`config.mk`:
```
export PLATFORM = sky130hd
export DESIGN_NAME = sssref_top
export DESIGN_NICKNAME = d
export VERILOG_FILES = /design/src/rtl/sssref_top.v
export VERILOG_INCLUDE_DIRS = /design/src /design/src/rtl
export SDC_FILE = /design/constraint.sdc
export NUM_CORES = 1
export LEC_CHECK = 0
export BUFFER_PORTS_ARGS = -buffer_cell sky130_fd_sc_hd__buf_2
export CAP_MARGIN = 10
export CORE_AREA = 2 2 144 146
export DETAILED_ROUTE_END_ITERATION = 12
export DIE_AREA = 0 0 146 148
export PLACE_DENSITY_LB_ADDON = 0.1
export SLEW_MARGIN = 0
export SYNTH_ARGS = -nofsm -noshare
export SYNTH_HDL_FRONTEND = slang
export SYNTH_SLANG_ARGS = --single-unit
```
`constraint.sdc`:
```
create_clock -name sys_clk -period 7.4 [get_ports sys_clk]
set_clock_uncertainty 0.05 [all_clocks]
set_input_delay 1.48 -clock sys_clk [delete_from_list [all_inputs] [get_ports sys_clk]]
set_output_delay 1.48 -clock sys_clk [all_outputs]
set_load 0.05 [all_outputs]
```
`src/rtl/sssref_defs.vh`:
```
// Constants for the spindle sync reference block.
// Assumes a 50 MHz system clock; included by its bare name.
`ifndef SSSREF_DEFS_VH
`define SSSREF_DEFS_VH
// ******************************
// Clock and times
// ******************************
`define SSSREF_CLK_HZ 50000000
`define SSSREF_CLK_NS 20
// Reference period 0.0111 s expressed in ns, and its cycle count
`define SSSREF_REF_PERIOD_NS 11100000
`define SSSREF_REF_PERIOD_CYC (`SSSREF_REF_PERIOD_NS / `SSSREF_CLK_NS)
// Reference high time, an arbitrary short mark
`define SSSREF_REF_HIGH_NS 10000
`define SSSREF_REF_HIGH_CYC (`SSSREF_REF_HIGH_NS / `SSSREF_CLK_NS)
// Delayed index offset 85.2 us in ns
`define SSSREF_DLY_NS 85200
`define SSSREF_DLY_CYC (`SSSREF_DLY_NS / `SSSREF_CLK_NS)
// Phase tolerance 20 us in ns
`define SSSREF_TOL_NS 20000
`define SSSREF_TOL_CYC (`SSSREF_TOL_NS / `SSSREF_CLK_NS)
// Slave lock limit 10 s in ms
`define SSSREF_LOCK_MS 10000
`define SSSREF_LOCK_CYC (`SSSREF_LOCK_MS * 50000)
// Index pulse width in cycles
`define SSSREF_IDX_W 8'h32
// ******************************
// Registers
// ******************************
`define SSSREF_OFS_LOCK 8'h11
`define SSSREF_OFS_SKEW 8'h12
`define SSSREF_LOCK_RST 8'h00
`define SSSREF_SKEW_RST 8'h00
// Lock field: 00 auto, 01 slave, 10 master, 11 off
`define SSSREF_RPL_AUTO 2'h0
`define SSSREF_RPL_SLAVE 2'h1
`define SSSREF_RPL_MASTER 2'h2
`define SSSREF_RPL_OFF 2'h3
// Sense key codes
`define SSSREF_SK_NONE 4'h0
`define SSSREF_SK_RECOV 4'h1
`define SSSREF_SK_HWERR 4'h4
`define SSSREF_SK_UATTN 4'h6
`endif

```
`src/rtl/sssref_top.v`:
```
// Spindle synchronisation reference: arbitration, reference generation,
// phase lock timing, skew, delayed index and RPL status reporting.
// Assumes mode bytes arrive as a byte write port and the spindle servo
// consumes the lock event and phase target produced here.
`timescale 1ns/1ps
`default_nettype none
`include "sssref_defs.vh"
// Contract
// - After head load, absent pulse takes master
// - Role change by mode write anytime
// - All drives including master lock pulse
// - Power-up synchronized unless jumper installed
// - Non-synchronized mode ignores the reference line
// - Master pulses at 90.09 Hz, idle low
// - Lock on reference falling edge
// - Slave locks within ten seconds
// - Delayed index 85.2 us after reference
// - Period 0.0111 s, jitter under 10 us
// - Lock field is low bits byte 17
// - Sync failure raises unit attention RPL change
// - Auto arbitration suppresses failure report
// - Lost sync when idle gives unit attention
// - Lost sync in I/O gives check condition
// - Skew lag is byte 18 over 256
// - Every skew value used exactly unrounded; code truncates the fraction of a cycle
// - Skew phase within 20 us
module sssref_top #(
    parameter [31:0] PERIOD_CYC = `SSSREF_REF_PERIOD_CYC,
    parameter [31:0] LOCK_CYC = `SSSREF_LOCK_CYC,
    parameter [31:0] ARB_CYC = `SSSREF_REF_PERIOD_CYC * 2
) (
    // Clock and reset
    input wire sys_clk,
    input wire rst_n,
    // Drive state
    input wire heads_loaded,
    input wire nosync_jumper,
    input wire io_active,
    input wire io_done,
    input wire io_ok,
    // Mode parameter byte port
    input wire mode_wr,
    input wire [7:0] mode_addr,
    input wire [7:0] mode_wdata,
    output reg [7:0] mode_rdata,
    // Shared reference line
    input wire ref_in,
    output wire ref_out,
    output wire ref_oe,
    // Spindle servo
    output reg lock_event,
    output reg phase_target,
    input wire spindle_index,
    output reg delayed_index_pulse,
    // Status
    output reg is_master,
    output reg in_sync,
    output reg sense_valid,
    output reg [3:0] sense_key,
    output reg unit_attention,
    output reg check_condition,
    input wire sense_ack
);

// ******************************
// Reset release
// ******************************
reg rst_s1_reg;
reg rst_s2_reg;
wire rst_l = rst_s2_reg;
always @(posedge sys_clk or negedge rst_n)
begin
    if (!rst_n)
    begin
        rst_s1_reg <= 1'b0;
        rst_s2_reg <= 1'b0;
    end
    else
    begin
        rst_s1_reg <= 1'b1;
        rst_s2_reg <= rst_s1_reg;
    end
end

// ******************************
// Mode bytes
// ******************************
reg [7:0] lock_ctl_reg;
reg [7:0] skew_reg;
reg jumper_reg;
reg strap_done_reg;
wire [1:0] rpl = lock_ctl_reg[1:0];
wire sync_on = !jumper_reg && (rpl != `SSSREF_RPL_OFF);
always @(posedge sys_clk or negedge rst_l)
begin
    if (!rst_l)
    begin
        lock_ctl_reg <= `SSSREF_LOCK_RST;
        skew_reg <= `SSSREF_SKEW_RST;
        jumper_reg <= 1'b0;
        strap_done_reg <= 1'b0;
    end
    else
    begin
        // Strap caught once after release, not under reset
        if (!strap_done_reg)
        begin
            jumper_reg <= nosync_jumper;
            strap_done_reg <= 1'b1;
        end
        if (mode_wr && mode_addr == `SSSREF_OFS_LOCK)
            lock_ctl_reg <= mode_wdata;
        if (mode_wr && mode_addr == `SSSREF_OFS_SKEW)
            skew_reg <= mode_wdata;
    end
end

always @*
begin
    case (mode_addr)
        `SSSREF_OFS_LOCK: mode_rdata = lock_ctl_reg;
        `SSSREF_OFS_SKEW: mode_rdata = skew_reg;
        default: mode_rdata = 8'h00;
    endcase
end

// ******************************
// Arbitration
// ******************************
reg [31:0] arb_cnt_reg;
reg arb_won_reg;
reg arb_done_reg;
reg ref_d_reg;
wire ref_fall = ref_d_reg && !ref_in;
always @(posedge sys_clk or negedge rst_l)
begin
    if (!rst_l)
    begin
        arb_cnt_reg <= 32'h0;
        arb_won_reg <= 1'b0;
        arb_done_reg <= 1'b0;
        ref_d_reg <= 1'b0;
    end
    else
    begin
        ref_d_reg <= ref_in;
        if (!heads_loaded || rpl != `SSSREF_RPL_AUTO)
        begin
            arb_cnt_reg <= 32'h0;
            arb_done_reg <= 1'b0;
            arb_won_reg <= 1'b0;
        end
        else if (!arb_done_reg)
        begin
            // Listen for two periods before claiming the line
            if (ref_fall)
            begin
                arb_done_reg <= 1'b1;
                arb_won_reg <= 1'b0;
            end
            else if (arb_cnt_reg >= ARB_CYC - 32'h1)
            begin
                arb_done_reg <= 1'b1;
                arb_won_reg <= 1'b1;
            end
            else
                arb_cnt_reg <= arb_cnt_reg + 32'h1;
        end
    end
end

// Host-only mastering needs no logic here: all-slave drives just sense
wire master_now = sync_on && ((rpl == `SSSREF_RPL_MASTER) || arb_won_reg);

// ******************************
// Reference generator
// ******************************
reg [31:0] per_cnt_reg;
reg ref_drv_reg;
always @(posedge sys_clk or negedge rst_l)
begin
    if (!rst_l)
    begin
        per_cnt_reg <= 32'h0;
        ref_drv_reg <= 1'b0;
        is_master <= 1'b0;
    end
    else
    begin
        is_master <= master_now;
        if (!master_now)
        begin
            per_cnt_reg <= 32'h0;
            ref_drv_reg <= 1'b0;
        end
        else
        begin
            // Crystal count gives fixed period, so no cycle jitter
            if (per_cnt_reg >= PERIOD_CYC - 32'h1)
                per_cnt_reg <= 32'h0;
            else
                per_cnt_reg <= per_cnt_reg + 32'h1;
            ref_drv_reg <= (per_cnt_reg < `SSSREF_REF_HIGH_CYC);
        end
    end
end
assign ref_out = ref_drv_reg;
assign ref_oe = is_master;

// ******************************
// Phase lock and skew
// ******************************
reg [31:0] since_fall_reg;
reg [31:0] lock_wait_reg;
reg tracking_reg;
reg [7:0] idx_w_reg;
reg spin_d_reg;
// Skew in cycles, numerator times period over 256, fraction of a cycle truncated
function [31:0] skew_cyc;
    input [7:0] num;
    reg [39:0] prod;
    begin
        prod = {32'h0, num} * {8'h00, PERIOD_CYC};
        skew_cyc = prod[39:8];
    end
endfunction
wire [31:0] target_cyc = skew_cyc(skew_reg);
wire spin_rise = spindle_index && !spin_d_reg;
wire [31:0] err_cyc = (since_fall_reg > target_cyc) ? since_fall_reg - target_cyc : target_cyc - since_fall_reg;
wire phase_ok = err_cyc <= `SSSREF_TOL_CYC;
always @(posedge sys_clk or negedge rst_l)
begin
    if (!rst_l)
    begin
        since_fall_reg <= 32'h0;
        lock_event <= 1'b0;
        phase_target <= 1'b0;
        delayed_index_pulse <= 1'b0;
        idx_w_reg <= 8'h00;
        spin_d_reg <= 1'b0;
    end
    else
    begin
        spin_d_reg <= spindle_index;
        lock_event <= sync_on && ref_fall;
        if (sync_on && ref_fall)
            since_fall_reg <= 32'h0;
        else if (since_fall_reg != 32'hffffffff)
            since_fall_reg <= since_fall_reg + 32'h1;
        phase_target <= sync_on && (since_fall_reg == target_cyc);
        // Fixed offset from the fall, so a large skew cannot push it past the next fall
        if (sync_on && since_fall_reg == `SSSREF_DLY_CYC)
            idx_w_reg <= `SSSREF_IDX_W;
        else if (idx_w_reg != 8'h00)
            idx_w_reg <= idx_w_reg - 8'h01;
        delayed_index_pulse <= (idx_w_reg != 8'h00);
    end
end

// ******************************
// Sync status and sense
// ******************************
reg lost_pend_reg;
wire report_fail = (rpl != `SSSREF_RPL_AUTO);
always @(posedge sys_clk or negedge rst_l)
begin
    if (!rst_l)
    begin
        lock_wait_reg <= 32'h0;
        tracking_reg <= 1'b0;
        in_sync <= 1'b0;
        sense_valid <= 1'b0;
        sense_key <= `SSSREF_SK_NONE;
        unit_attention <= 1'b0;
        check_condition <= 1'b0;
        lost_pend_reg <= 1'b0;
    end
    else
    begin
        if (!sync_on || !heads_loaded)
        begin
            lock_wait_reg <= 32'h0;
            tracking_reg <= 1'b0;
            in_sync <= 1'b0;
        end
        else
        begin
            tracking_reg <= 1'b1;
            if (spin_rise)
                in_sync <= phase_ok;
            if (!in_sync && tracking_reg && lock_wait_reg < LOCK_CYC)
                lock_wait_reg <= lock_wait_reg + 32'h1;
        end
        if (sense_ack)
        begin
            sense_valid <= 1'b0;
            unit_attention <= 1'b0;
            check_condition <= 1'b0;
            sense_key <= `SSSREF_SK_NONE;
        end
        // Set beats ack in same cycle
        if (!in_sync && tracking_reg && lock_wait_reg == LOCK_CYC - 32'h1 && report_fail)
        begin
            sense_valid <= 1'b1;
            unit_attention <= 1'b1;
            sense_key <= `SSSREF_SK_UATTN;
        end
        if (in_sync && spin_rise && !phase_ok)
        begin
            if (!io_active)
            begin
                sense_valid <= 1'b1;
                unit_attention <= 1'b1;
                sense_key <= `SSSREF_SK_UATTN;
            end
            else
                lost_pend_reg <= 1'b1;
        end
        else if (lost_pend_reg && io_done)
        begin
            lost_pend_reg <= 1'b0;
            sense_valid <= 1'b1;
            check_condition <= 1'b1;
            sense_key <= io_ok ? `SSSREF_SK_RECOV : `SSSREF_SK_HWERR;
        end
    end
end

endmodule
`default_nettype wire

```
# Word level (Yosys, flattened, before mapping)
# Index checks and enable logic that the tools add are counted.
# W data, S select, Z words.
op_classes:
  add_sub_neg: 7
  mul: 1
  magnitude_cmp: 6
  eq_ne: 12
  mux: 47
  n_reduce_logical: 37
ops:
  columns: ["operator", "n"]
  rows:
  - ["$mux W32", 11]
  - ["$add A32 B1 Y32 const B", 4]
  - ["$eq A32 B13 Y1 const B", 1]
  - ["$eq A32 B20 Y1", 1]
  - ["$eq A32 B29 Y1 const B", 1]
  - ["$ge A32 B20 Y1 const B", 1]
  - ["$ge A32 B21 Y1 const B", 1]
  - ["$gt A32 B20 Y1", 1]
  - ["$le A32 B10 Y1 const B", 1]
  - ["$lt A32 B29 Y1 const B", 1]
  - ["$lt A32 B9 Y1 const B", 1]
  - ["$ne A32 B32 Y1 const B", 1]
  - ["$sub A20 B32 Y32", 1]
  - ["$sub A32 B20 Y32", 1]
  - ["$mux W1", 27]
  - ["$mul A8 B17 Y25 const B", 1]
  - ["$mux W4", 5]
  - ["$eq A8 B5 Y1 const B", 2]
  - ["$logic_and A1 B1 Y1", 16]
  - ["$mux W8", 2]
  - ["$pmux W8 S2", 1]
  - ["$reduce_bool A2 Y1", 6]
  - ["$reduce_bool A8 Y1", 1]
  - ["$sub A8 B1 Y8 const B", 1]
  - ["other kinds (9)", 21]
word_totals:
  reg_bits: 175
  in_bits: 27
  wordCells: 137

# Longest topological paths before layout
# Gate-level depths: netlist of run 1.
depth:
  depth_word: 8
  ltp_mapped: 33
  mapped_depth_nobuf: 32

# Least setup slack after synthesis of run 1
# OpenSTA, ideal clock, no wires.
synth_path:
  kind: "flip-flop to flip-flop"
  start: "reg skew_reg[6]"
  end: "reg sense_key[0]"
  arrival_ns: 7.950
  required_time_ns: 7.228
  setup_slack_ns: -0.722
  stages_incl_launch_ff: 29
  path_buffers: 1
  synth_period_minus_slack_ns: 8.122
  path_cell_list: "dfrtp_1 fa_1 fa_1 fa_1 inv_1 fa_1 inv_1 ha_1 and3_1 a21oi_1 a31oi_1 a41o_1 a21boi_0 o21bai_1 a21oi_1 o21bai_1 xor2_1 ha_1 buf_2 nand2_2 or3_1 or4_4 a31oi_4 and3_1 or4b_1 a221oi_2 o21ai_2 o221a_4 a32o_1"
synth_via:
  elab_chain_len: 7
synth_lines:
  columns: ["element", "line", "rtl"]
  rows:
  - ["from (decl)", "sssref_top.v:89", "reg [7:0] skew_reg;"]
  - ["from (signal assigned)", "sssref_top.v:99", "skew_reg <= `SSSREF_SKEW_RST;"]
  - ["from (signal assigned)", "sssref_top.v:114", "skew_reg <= mode_wdata;"]
  - ["$mul A8 B17 Y25 (*)", "sssref_top.v:223", "prod = {32'h0, num} * {8'h00, PERIOD_CYC};"]
  - ["$sub A20 B32 Y32 (tied with other cells)", "sssref_top.v:229", "wire [31:0] err_cyc = (since_fall_reg > target_cyc) ? since_fall_reg - target_cyc : target_cyc - since_fall_re ..."]
  - ["$mux W32 (*)", "sssref_top.v:229", null]
  - ["$le A32 B10 Y1 (no source line) (*)", null, null]
  - ["$logic_not A1 Y1 (*)", "sssref_top.v:308", "if (in_sync && spin_rise && !phase_ok)"]
  - ["$logic_and A1 B1 Y1 (*)", "sssref_top.v:308", null]
  - ["$mux W4 (*)", "sssref_top.v:308", null]
  - ["to (signal assigned)", "sssref_top.v:306", "sense_key <= `SSSREF_SK_UATTN;"]
  - ["to (signal assigned)", "sssref_top.v:314", "sense_key <= `SSSREF_SK_UATTN;"]
  - ["to (signal assigned)", "sssref_top.v:324", "sense_key <= io_ok ? `SSSREF_SK_RECOV : `SSSREF_SK_HWERR;"]
  - ["to (decl)", "sssref_top.v:59", "output reg [3:0] sense_key,"]
# Every way passes the cells marked *; elsewhere a longest branch is shown, timed or not.
# A chain may end at the register's enable or synchronous reset.

# Worst setup path after layout of run 1
# Ends and elaborated chain as after synthesis.

==> results_dict.tcl, run 1 <==
set metrics [dict create \
    dp_slack_ps -342.7 \
    clk_latency_ps 440 \
    cts_made_buffers 17 \
    violations "negative setup slack" \
    num_rows 52 \
    synthArstFlopShare_pct 100.0 \
    end_kind "flip-flop" \
    synth-seq-cells 175 \
    fp.dieW_um 146 \
    avgSynthCellArea_um2 9.074 \
    cts.sinks 175 \
    setup_violations 8 \
    wl_per_cell_um 16.58 \
    yosysTopAreaCell "dfrtp_1" \
    vias 10330 \
    portBuffers 48 \
    first_pass_iters 5 \
    drive_above_1_share_pct 18.70 \
    clockBufferDepth 2 \
    ctsHoldBuffers 0 \
    outcome "complete, but fails checks" \
    min_period_over_period_pct 103.1 \
    maxCapViolCount 0 \
    globalRouteOverflowTotal 0 \
    leakagePower_nw 7.047 \
    clkTransAtPathRegs_ps 90 \
    worst_setup_path_start_kind "flip-flop" \
    synthesis.instances 1369 \
    grt_pass1_vias 10190 \
    worst-slew-pin-transition_ps 1201 \
    syn_area_um2 12420 \
    p_per_area_nw_per_um2 239.0 \
    place_inst 1767 \
    rsz0062_at_grt "yes" \
    synth-edff-count 0 \
    synth_common_cells "nor2_1 (178), dfrtp_1 (175), inv_1 (133)" \
    netlist_top_cells_area "dfrtp_1 (35%), ha_1 (9.7%), fa_1 (5.6%), xnor2_1 (5.6%), nor2_1 (5.4%)" \
    grt_usage_pct 28.41 \
    dr.first_iter.drc_count 557 \
    initial_core_util_pct 61.99 \
    max_freq_mhz 131.1 \
    synth.top_cell.area_share_pct 35.25 \
    final_nets 1680 \
    cts-htree-levels 4 \
    yosysSeqAreaShare_pct 35.25 \
    maxSlewHeadroom_pct 19.19 \
    drv_slew 0 \
    arrival_ps 7920 \
    globalplace.congestion 0.9463 \
    grt_max_degree 63 \
    grt_pass1_wl_um 49540 \
    coreArea_um2 20040 \
    rrSetupSlack_ps -230 \
    drc 0 \
    hp-class "flip-flop to flip-flop" \
    finalHoldViolations 0 \
    fin_util_pct 73.46 \
    stdcell_count 1807 \
    crit_type "flip-flop to flip-flop" \
    power_mw 3.518 \
    detail_route.vias_per_cell 5.716 \
    yosys_warnings 0 \
    clockRootBuffer "clkbuf_16" \
    peakVddDrop_uv 154.7 \
    setup_tns_ps -1167 \
    fillers 1548 \
    period_minus_slack_ps 7626 \
    cp_max_fo 5 \
    die_h_um 148 \
    timing.final.ws_setup_ps -225.8 \
    wirelength_um 29950 \
    ys.flop_type "dfrtp_1" \
    ys_types 77 \
    hpwlAfterDp_um 22530 \
    synth.most_common_cell "nor2_1" \
    syn_to_final_growth_pct 18.51 \
    die_area_um2 21610 \
    final_antenna_net_count 0 \
    io_pins 49 \
    slowest_stage "fa_2" \
    grt_antenna_before_repair 2 \
    cts_tree "done" \
    max_stage_delay_ps 680 \
    cp_data_required_time_ps 7690 \
]
==> per-layer routing <==
| layer | wire length [um] | part of all wire [%] | up-vias | GRT usage, % |
|---|---|---|---|---|
| li1 | - | - | 4993 | - |
| met1 | 14160 | 47 | 5041 | 39.87 |
| met2 | 13870 | 46 | 234 | 45.47 |
| met3 | 1184 | 4.0 | 58 | 4.444 |
| met4 | 725 | 2.4 | 2 | 9.709 |
| met5 | 13 | 0.043 | - | 0 |
==> final timing paths <==
kind | cells after the start | start | endpoint
hold reg to reg | 0 | rst_s1_reg$_DFF_PN0_ | rst_l$_DFF_PN0_
hold / removal | 0 | rst_s1_reg$_DFF_PN0_ | rst_l$_DFF_PN0_
setup / recovery | 29 | skew_reg[6]$_DFFE_PN0P_ | sense_key[0]$_DFF_PN0_
max in group asynchronous | 2 | rst_l$_DFF_PN0_ | arb_cnt_reg[0]$_DFFE_PN0P_
min in group asynchronous | 0 | rst_l$_DFF_PN0_ | lock_ctl_reg[5]$_DFFE_PN0P_
setup reg to reg | 29 | skew_reg[6]$_DFFE_PN0P_ | sense_key[0]$_DFF_PN0_
==> layout make-up <==
cell class / count / area (um^2) / area share [%]
antenna: 2 / 5.005 / 0.03400
clock buffer: 17 / 425.4 / 2.890
clock inverter: 15 / 220.2 / 1.496
inverter: 133 / 499.2 / 3.391
multi-input combinational: 1034 / 7760 / 52.71
sequential: 175 / 4385 / 29.79
tap: 270 / 337.8 / 2.295
timing repair buffer: 161 / 1089 / 7.394
==> metrics by stage <==
stage               cell area [um^2]  hold WS (ps)
floorplan                      12560         281.2
CTS                            14490         311.3
finish                         14720         310.9
global placement               13780         286.7
detailed placement             13780         291.8
global route                   14720         313.6
==> cells by family (layout without fill, tap and decap cells) <==
group           Yosys count  after routing  synth area share, %
other cells               2             16              0.06046
flops                   175            175                35.25
fa+ha+maj               131            131                15.31
xor+xnor                137            137                9.660
mux                      22             22                1.944
simple gates            508            508                20.31
buf+inv                 172            326                5.439
compound gates          222            222                12.03
==> power breakdown <==
part           switching (mW)  internal, mW
clock network           0.482         0.476
logic                   0.845         0.689
registers              0.0417         0.985
total                    1.37          2.15
==> placed cells by master (no fill, tap or decap), types with 10 or more instances in the layout <==
master,Yosys,routed
nor2_1,178,175
dfrtp_1,175,172
inv_1,133,131
buf_4,3,113
ha_1,96,89
nand2_1,80,78
xnor2_1,80,78
xor2_1,57,56
a21oi_1,62,55
buf_2,9,48
nand3_1,41,41
o21ai_0,46,41
nor3_1,36,33
nand4_1,32,32
fa_1,35,31
and3_1,32,30
nor4_1,20,18
mux2_2,17,17
clkbuf_16,0,17
o21a_1,16,16
or3_1,18,16
conb_1,2,14
nor2b_1,12,11
a21o_1,10,10
nand2b_1,10,10
and4_1,10,10
==> critical path, delay by kind of cell (launching register included) <==
family                     cells  cell delay, ps
xor gates and xnor gates       1             270
adders and majority gates      6            2610
and+or+nand+nor                6            1700
buffers and inverters          4             480
DFF                            1             430
AOI/OAI and AO/OA             12            1970
==> timing repair <==
item / CTS / global route
setup buffers: 3 / 3
endpoints found under the setup margin: 8 / 9
resized for setup: 12 / 41
pin swaps: 13 / 25
(Power assumes the default switching activity.)
==> run 2: changes to the inputs <==
--- a/config.mk
+++ b/config.mk
@@ -11,7 +11,9 @@
 export CORE_AREA = 2 2 144 146
 export DETAILED_ROUTE_END_ITERATION = 12
 export DIE_AREA = 0 0 146 148
+export HOLD_SLACK_MARGIN = 0.12
 export PLACE_DENSITY_LB_ADDON = 0.1
+export REMOVE_ABC_BUFFERS = 1
 export SLEW_MARGIN = 0
 export SYNTH_ARGS = -nofsm -noshare
 export SYNTH_HDL_FRONTEND = slang
==> run 2 against run 1 <==
  * The flow still finishes with violations (negative setup slack)
  * Clock power fell by 6.8%
  * Register-to-register slack worse by 280 ps
  * Routed wire length grew 4.7%
  * Final area rose by 3.1%
  * Hold slack is essentially flat
  * Critical path type unchanged
==> results_dict.tcl, run 2 (synthesis gave the netlist of run 1 again) <==
set metrics [dict create \
    finalHoldViolations 0 \
    setup_violations 9 \
    coreArea_um2 20040 \
    grt_usage_pct 29.50 \
    drv_slew 0 \
    worst_setup_path_start_kind "flip-flop" \
    io_pins 49 \
    hpwlAfterDp_um 23100 \
    drive_above_1_share_pct 21.30 \
    vias 10580 \
    cp_max_fo 4 \
    first_pass_iters 5 \
    wirelength_um 31360 \
    final_cell_mix "nor2_1 (174), dfrtp_1 (174), buf_4 (155)" \
    cts-htree-levels 4 \
    cts.sinks 175 \
    hp-class "flip-flop to flip-flop" \
    clkTransAtPathRegs_ps 80 \
    n_antenna_cell 0 \
    cts_tree "done" \
    leakagePower_nw 7.324 \
    globalplace.congestion 0.9342 \
    clockBufferDepth 2 \
    die_h_um 148 \
    final_antenna_net_count 0 \
    outcome "complete, but fails checks" \
    dr.first_iter.drc_count 707 \
    grt_pass1_wl_um 51660 \
    grt_max_degree 81 \
    crit_type "flip-flop to flip-flop" \
    p_per_area_nw_per_um2 235.5 \
    min_period_over_period_pct 106.9 \
    peakVddDrop_uv 169.4 \
    wl_per_cell_um 16.89 \
    maxSlewHeadroom_pct 12.46 \
    timing.final.ws_setup_ps -510.3 \
    rrSetupSlack_ps -510 \
    detail_route.vias_per_cell 5.696 \
    num_rows 52 \
    fin_area_um2 15170 \
    portBuffers 48 \
    die_area_um2 21610 \
    drc 0 \
    clockRootBuffer "clkbuf_16" \
    arrival_ps 8180 \
    cp_data_required_time_ps 7670 \
    globalRouteOverflowTotal 0 \
    rsz0062_at_grt "yes" \
    cts_made_buffers 17 \
    ctsHoldBuffers 0 \
    clk_latency_ps 440 \
    path_common_cell "buf_4" \
    grt_pass1_vias 10530 \
    place_area_um2 13940 \
    syn_to_final_growth_pct 22.16 \
    grt_antenna_before_repair 0 \
    setup_tns_ps -3174 \
    initial_core_util_pct 61.99 \
    end_kind "flip-flop" \
    worst-slew-pin-transition_ps 1310 \
    max_freq_mhz 126.4 \
    fp.dieW_um 146 \
    period_minus_slack_ps 7910 \
    final_nets 1732 \
    maxCapViolCount 0 \
    max_stage_delay_ps 670 \
    violations "negative setup slack" \
    slowest_stage "fa_2" \
]
## run 2: cell count changes in the layout (fill, tap and decap cells not counted), sizes merged
| cell | delta |
|---|---|
| buf | +52 |
| clkinv | -2 |
| clkinvlp | +2 |
| diode | -2 |
| clkbuf | +1 |
| inv | -1 |
## run 2: worst max-delay path, delay by kind of cell (launching register included)
family	cells	cell delay, ps
buf+inv	6	850
fa+ha+maj	6	2300
compound gates	15	2770
simple gates	6	970
flops	1	410
xor+xnor	2	420
## run 2: power breakdown
part           internal, mW  leakage [nW]  switching (mW)
clock network         0.455         0.282           0.438
registers             0.985          2.35          0.0411
logic                 0.741          4.69           0.912
## run 2: path summary, 6_finish.rpt
check                                             start                           to  depth (start not counted)
worst max-delay path            skew_reg[5]$_DFFE_PN0P_       sense_key[0]$_DFF_PN0_                         35
worst min-delay path               rst_s1_reg$_DFF_PN0_              rst_l$_DFF_PN0_                          0
worst max register to register  skew_reg[5]$_DFFE_PN0P_       sense_key[0]$_DFF_PN0_                         35
worst min register to register     rst_s1_reg$_DFF_PN0_              rst_l$_DFF_PN0_                          0
max in group asynchronous               rst_l$_DFF_PN0_     idx_w_reg[7]$_DFFE_PN0P_                          1
min in group asynchronous               rst_l$_DFF_PN0_  lock_ctl_reg[2]$_DFFE_PN0P_                          0
## run 2: area by class of cell
type | instances | area (um^2)
Inverter | 133 | 499.2
Timing Repair Buffer | 213 | 1510
Multi-Input combinational cell | 1034 | 7850
Tap cell | 270 | 337.8
Clock buffer | 18 | 429.2
Sequential cell | 175 | 4383
Clock inverter | 14 | 165.2
Fill cell | 1461 | 4865
## run 2: per-stage QoR
stage / utilization, % / cells / setup slack [ps] / hold WS, ps / total power [mW]
detailed placement: 69.54 / 1800 / -765.6 / 291.0 / 2.525
floorplan: - / 1342 / -720.5 / 281.2 / 2.009
global placement: 69.54 / 1800 / -519.0 / 284.5 / 2.494
global route: 75.72 / 1857 / -782.1 / 319.5 / 3.776
CTS: 74.56 / 1847 / -242.1 / 309.4 / 3.519
finish: 75.72 / 1857 / -510.3 / 310.4 / 3.573
## run 2: routing by layer
metal / vias to the layer above / share of wire (%) / global-route usage (%)
met3: 57 / 4.0 / 4.105
met2: 264 / 47 / 47.74
met5: - / 0 / 0
li1: 5090 / - / -
met4: 0 / 2.3 / 9.466
met1: 5167 / 46 / 41.53
## run 2: timing repair
| action | 4_1_cts | 5_1_grt |
|---|---|---|
| resized for setup | 63 | 27 |
| pin swaps | 44 | 31 |
| setup buffers | 16 | 9 |
| endpoints found under the setup margin | 9 | 9 |
==> run 3: changes to the inputs <==
--- a/config.mk
+++ b/config.mk
@@ -8,9 +8,11 @@
 export LEC_CHECK = 0
 export BUFFER_PORTS_ARGS = -buffer_cell sky130_fd_sc_hd__buf_2
 export CAP_MARGIN = 10
-export CORE_AREA = 2 2 144 146
+export CELL_PAD_IN_SITES_DETAIL_PLACEMENT = 1
+export CELL_PAD_IN_SITES_GLOBAL_PLACEMENT = 1
+export CORE_AREA = 3 3 164 166
 export DETAILED_ROUTE_END_ITERATION = 12
-export DIE_AREA = 0 0 146 148
+export DIE_AREA = 0 0 167 169
 export HOLD_SLACK_MARGIN = 0.12
 export PLACE_DENSITY_LB_ADDON = 0.1
 export REMOVE_ABC_BUFFERS = 1
==> run 3 against run 2 <==
  * The flow still finishes with violations (negative setup slack)
  * Sequential power about the same
  * Power increased by 4.9%
  * Clock-buffer cell count decreased by 1
  * Clock power increased by 6.5%
  * Worst setup slack got worse by 210 ps
  * Flip-flop and latch count unchanged
  * Combinational power increased by 7%
  * Critical path type unchanged
  * Critical endpoint unchanged
  * Largest cell class unchanged
==> results_dict.tcl, run 3 (synthesis gave the netlist of run 1 again) <==
set metrics [dict create \
    outcome "complete, but fails checks" \
    violations "negative setup slack" \
    p_per_area_nw_per_um2 240.7 \
    timing.final.ws_setup_ps -719.8 \
    clk_latency_ps 450 \
    worst-slew-pin-transition_ps 1136 \
    syn_to_final_growth_pct 25.34 \
    cp_max_fo 6 \
    max_stage_delay_ps 650 \
    first_pass_iters 5 \
    drc 0 \
    place_area_um2 14130 \
    dr.first_iter.drc_count 642 \
    setup_violations 9 \
    arrival_ps 8410 \
    fillers 2913 \
    min_period_over_period_pct 109.7 \
    globalRouteOverflowTotal 0 \
    grt_usage_pct 28.97 \
    ctsHoldBuffers 0 \
    grt_pass1_wl_um 65870 \
    cts_tree "done" \
    grt_max_degree 85 \
    drive_above_1_share_pct 24.30 \
    wl_per_cell_um 21.48 \
    coreArea_um2 25760 \
    die_area_um2 28220 \
    n_antenna_cell 0 \
    die_h_um 169 \
    maxCapViolCount 0 \
    final_common_cell "buf_4" \
    portBuffers 48 \
    final_cell_mix "buf_4 (183), dfrtp_1 (174), nor2_1 (173)" \
    initial_core_util_pct 48.22 \
    maxSlewHeadroom_pct 23.57 \
    drv_slew 0 \
    power_mw 3.748 \
    end_kind "flip-flop" \
    cts.sinks 175 \
    vias 11220 \
    grt_pass1_vias 12200 \
    final_nets 1758 \
    grt_antenna_before_repair 1 \
    crit_type "flip-flop to flip-flop" \
    cp_data_required_time_ps 7690 \
    period_minus_slack_ps 8120 \
    slowest_stage "fa_2" \
    max_freq_mhz 123.2 \
    globalplace.congestion 0.9159 \
    leakagePower_nw 7.454 \
    clockBufferDepth 2 \
    clockRootBuffer "clkbuf_16" \
    critPathTopFamily "compound AO/OA/AOI/OAI gates" \
    cp_num_buf_inv 6 \
    clkTransAtPathRegs_ps 90 \
    finalHoldViolations 0 \
    final_antenna_net_count 0 \
    cts-htree-levels 4 \
    holdWs_ps 158.5 \
    detail_route.vias_per_cell 5.760 \
    hpwlAfterDp_um 27650 \
    wirelength_um 41850 \
    num_rows 59 \
    fp.dieW_um 167 \
    rsz0062_at_grt "yes" \
    cts_made_buffers 17 \
    hp-class "flip-flop to asynchronous set/reset pin" \
    worst_setup_path_start_kind "flip-flop" \
    path_common_cell "buf_4" \
    io_pins 49 \
    peakVddDrop_uv 156.5 \
    dp_slack_ps -898.6 \
    fin_area_um2 15570 \
]
## run 3: changes by cell type in the layout (fill, tap and decap cells not counted), moves of 3 or more
cell / delta
a21oi_1: -5
a21oi_2: +7
buf_4: +28
ha_1: -4
ha_4: +4
inv_1: -4
inv_2: +4
nand2_1: -3
nand2_2: +4
nor3_2: -3
nor3_4: +3
o21ai_0: -3
## run 3: metal layers
| metal | GRT usage, % | share of wire, % |
|---|---|---|
| met1 | 37.29 | 43 |
| met2 | 50.63 | 50 |
| met3 | 3.993 | 3.9 |
| met4 | 9.541 | 2.9 |
| met5 | 0 | 0.038 |
## run 3: what timing repair did
item | 4_1_cts | 5_1_grt
pin swaps | 54 | 35
gates cloned | 0 | 0
setup endpoints to repair | 9 | 9
buffers inserted | 24 | 13
resized for setup | 89 | 29
## run 3: path summary, 6_finish.rpt
check,depth (start not counted),slack (ps),from,endpoint
setup reg to reg,34,-720,skew_reg[5]$_DFFE_PN0P_,sense_key[0]$_DFF_PN0_
max in group asynchronous,2,4880,rst_l$_DFF_PN0_,phase_target$_DFF_PN0_
setup / recovery,34,-720,skew_reg[5]$_DFFE_PN0P_,sense_key[0]$_DFF_PN0_
min in group sys_clk,0,330,rst_s1_reg$_DFF_PN0_,rst_l$_DFF_PN0_
hold reg to reg,0,160,rst_l$_DFF_PN0_,sense_valid$_DFF_PN0_
hold / removal,0,160,rst_l$_DFF_PN0_,sense_valid$_DFF_PN0_
## run 3: through the flow
stage                     std cells  util, %  TNS [ps]
after floorplan                1342        -     -4531
after global routing           1948    60.43     -7770
after global placement         1880    54.84     -4708
final                          1948    60.43     -5412
after CTS                      1936    59.55     -2106
after detailed placement       1880    54.84     -6551
## run 3: area by class of cell
type | count | area, um^2 | area share [%]
tap | 335 | 419.2 | 2.692
clock inverter | 15 | 190.2 | 1.221
sequential | 175 | 4383 | 28.15
multi-input combinational | 1034 | 7949 | 51.05
inverter | 133 | 499.2 | 3.206
clock buffer | 17 | 425.4 | 2.732
timing repair buffer | 239 | 1704 | 10.95
## run 3: worst reg2reg max path, delay by kind of cell, from the launching register on
kind                       cells  cell delay (ps)
and+or+nand+nor                4              780
AOI/OAI and AO/OA             15             2900
buffers and inverters          6              780
xor gates and xnor gates       3              660
DFF                            1              420
adders and majority gates      6             2420
## run 3: power by group
part / leakage (nW) / switching, mW / internal (mW)
combinational: 4.81 / 1.00 / 0.772
sequential: 2.35 / 0.0377 / 0.985
clock: 0.290 / 0.463 / 0.488
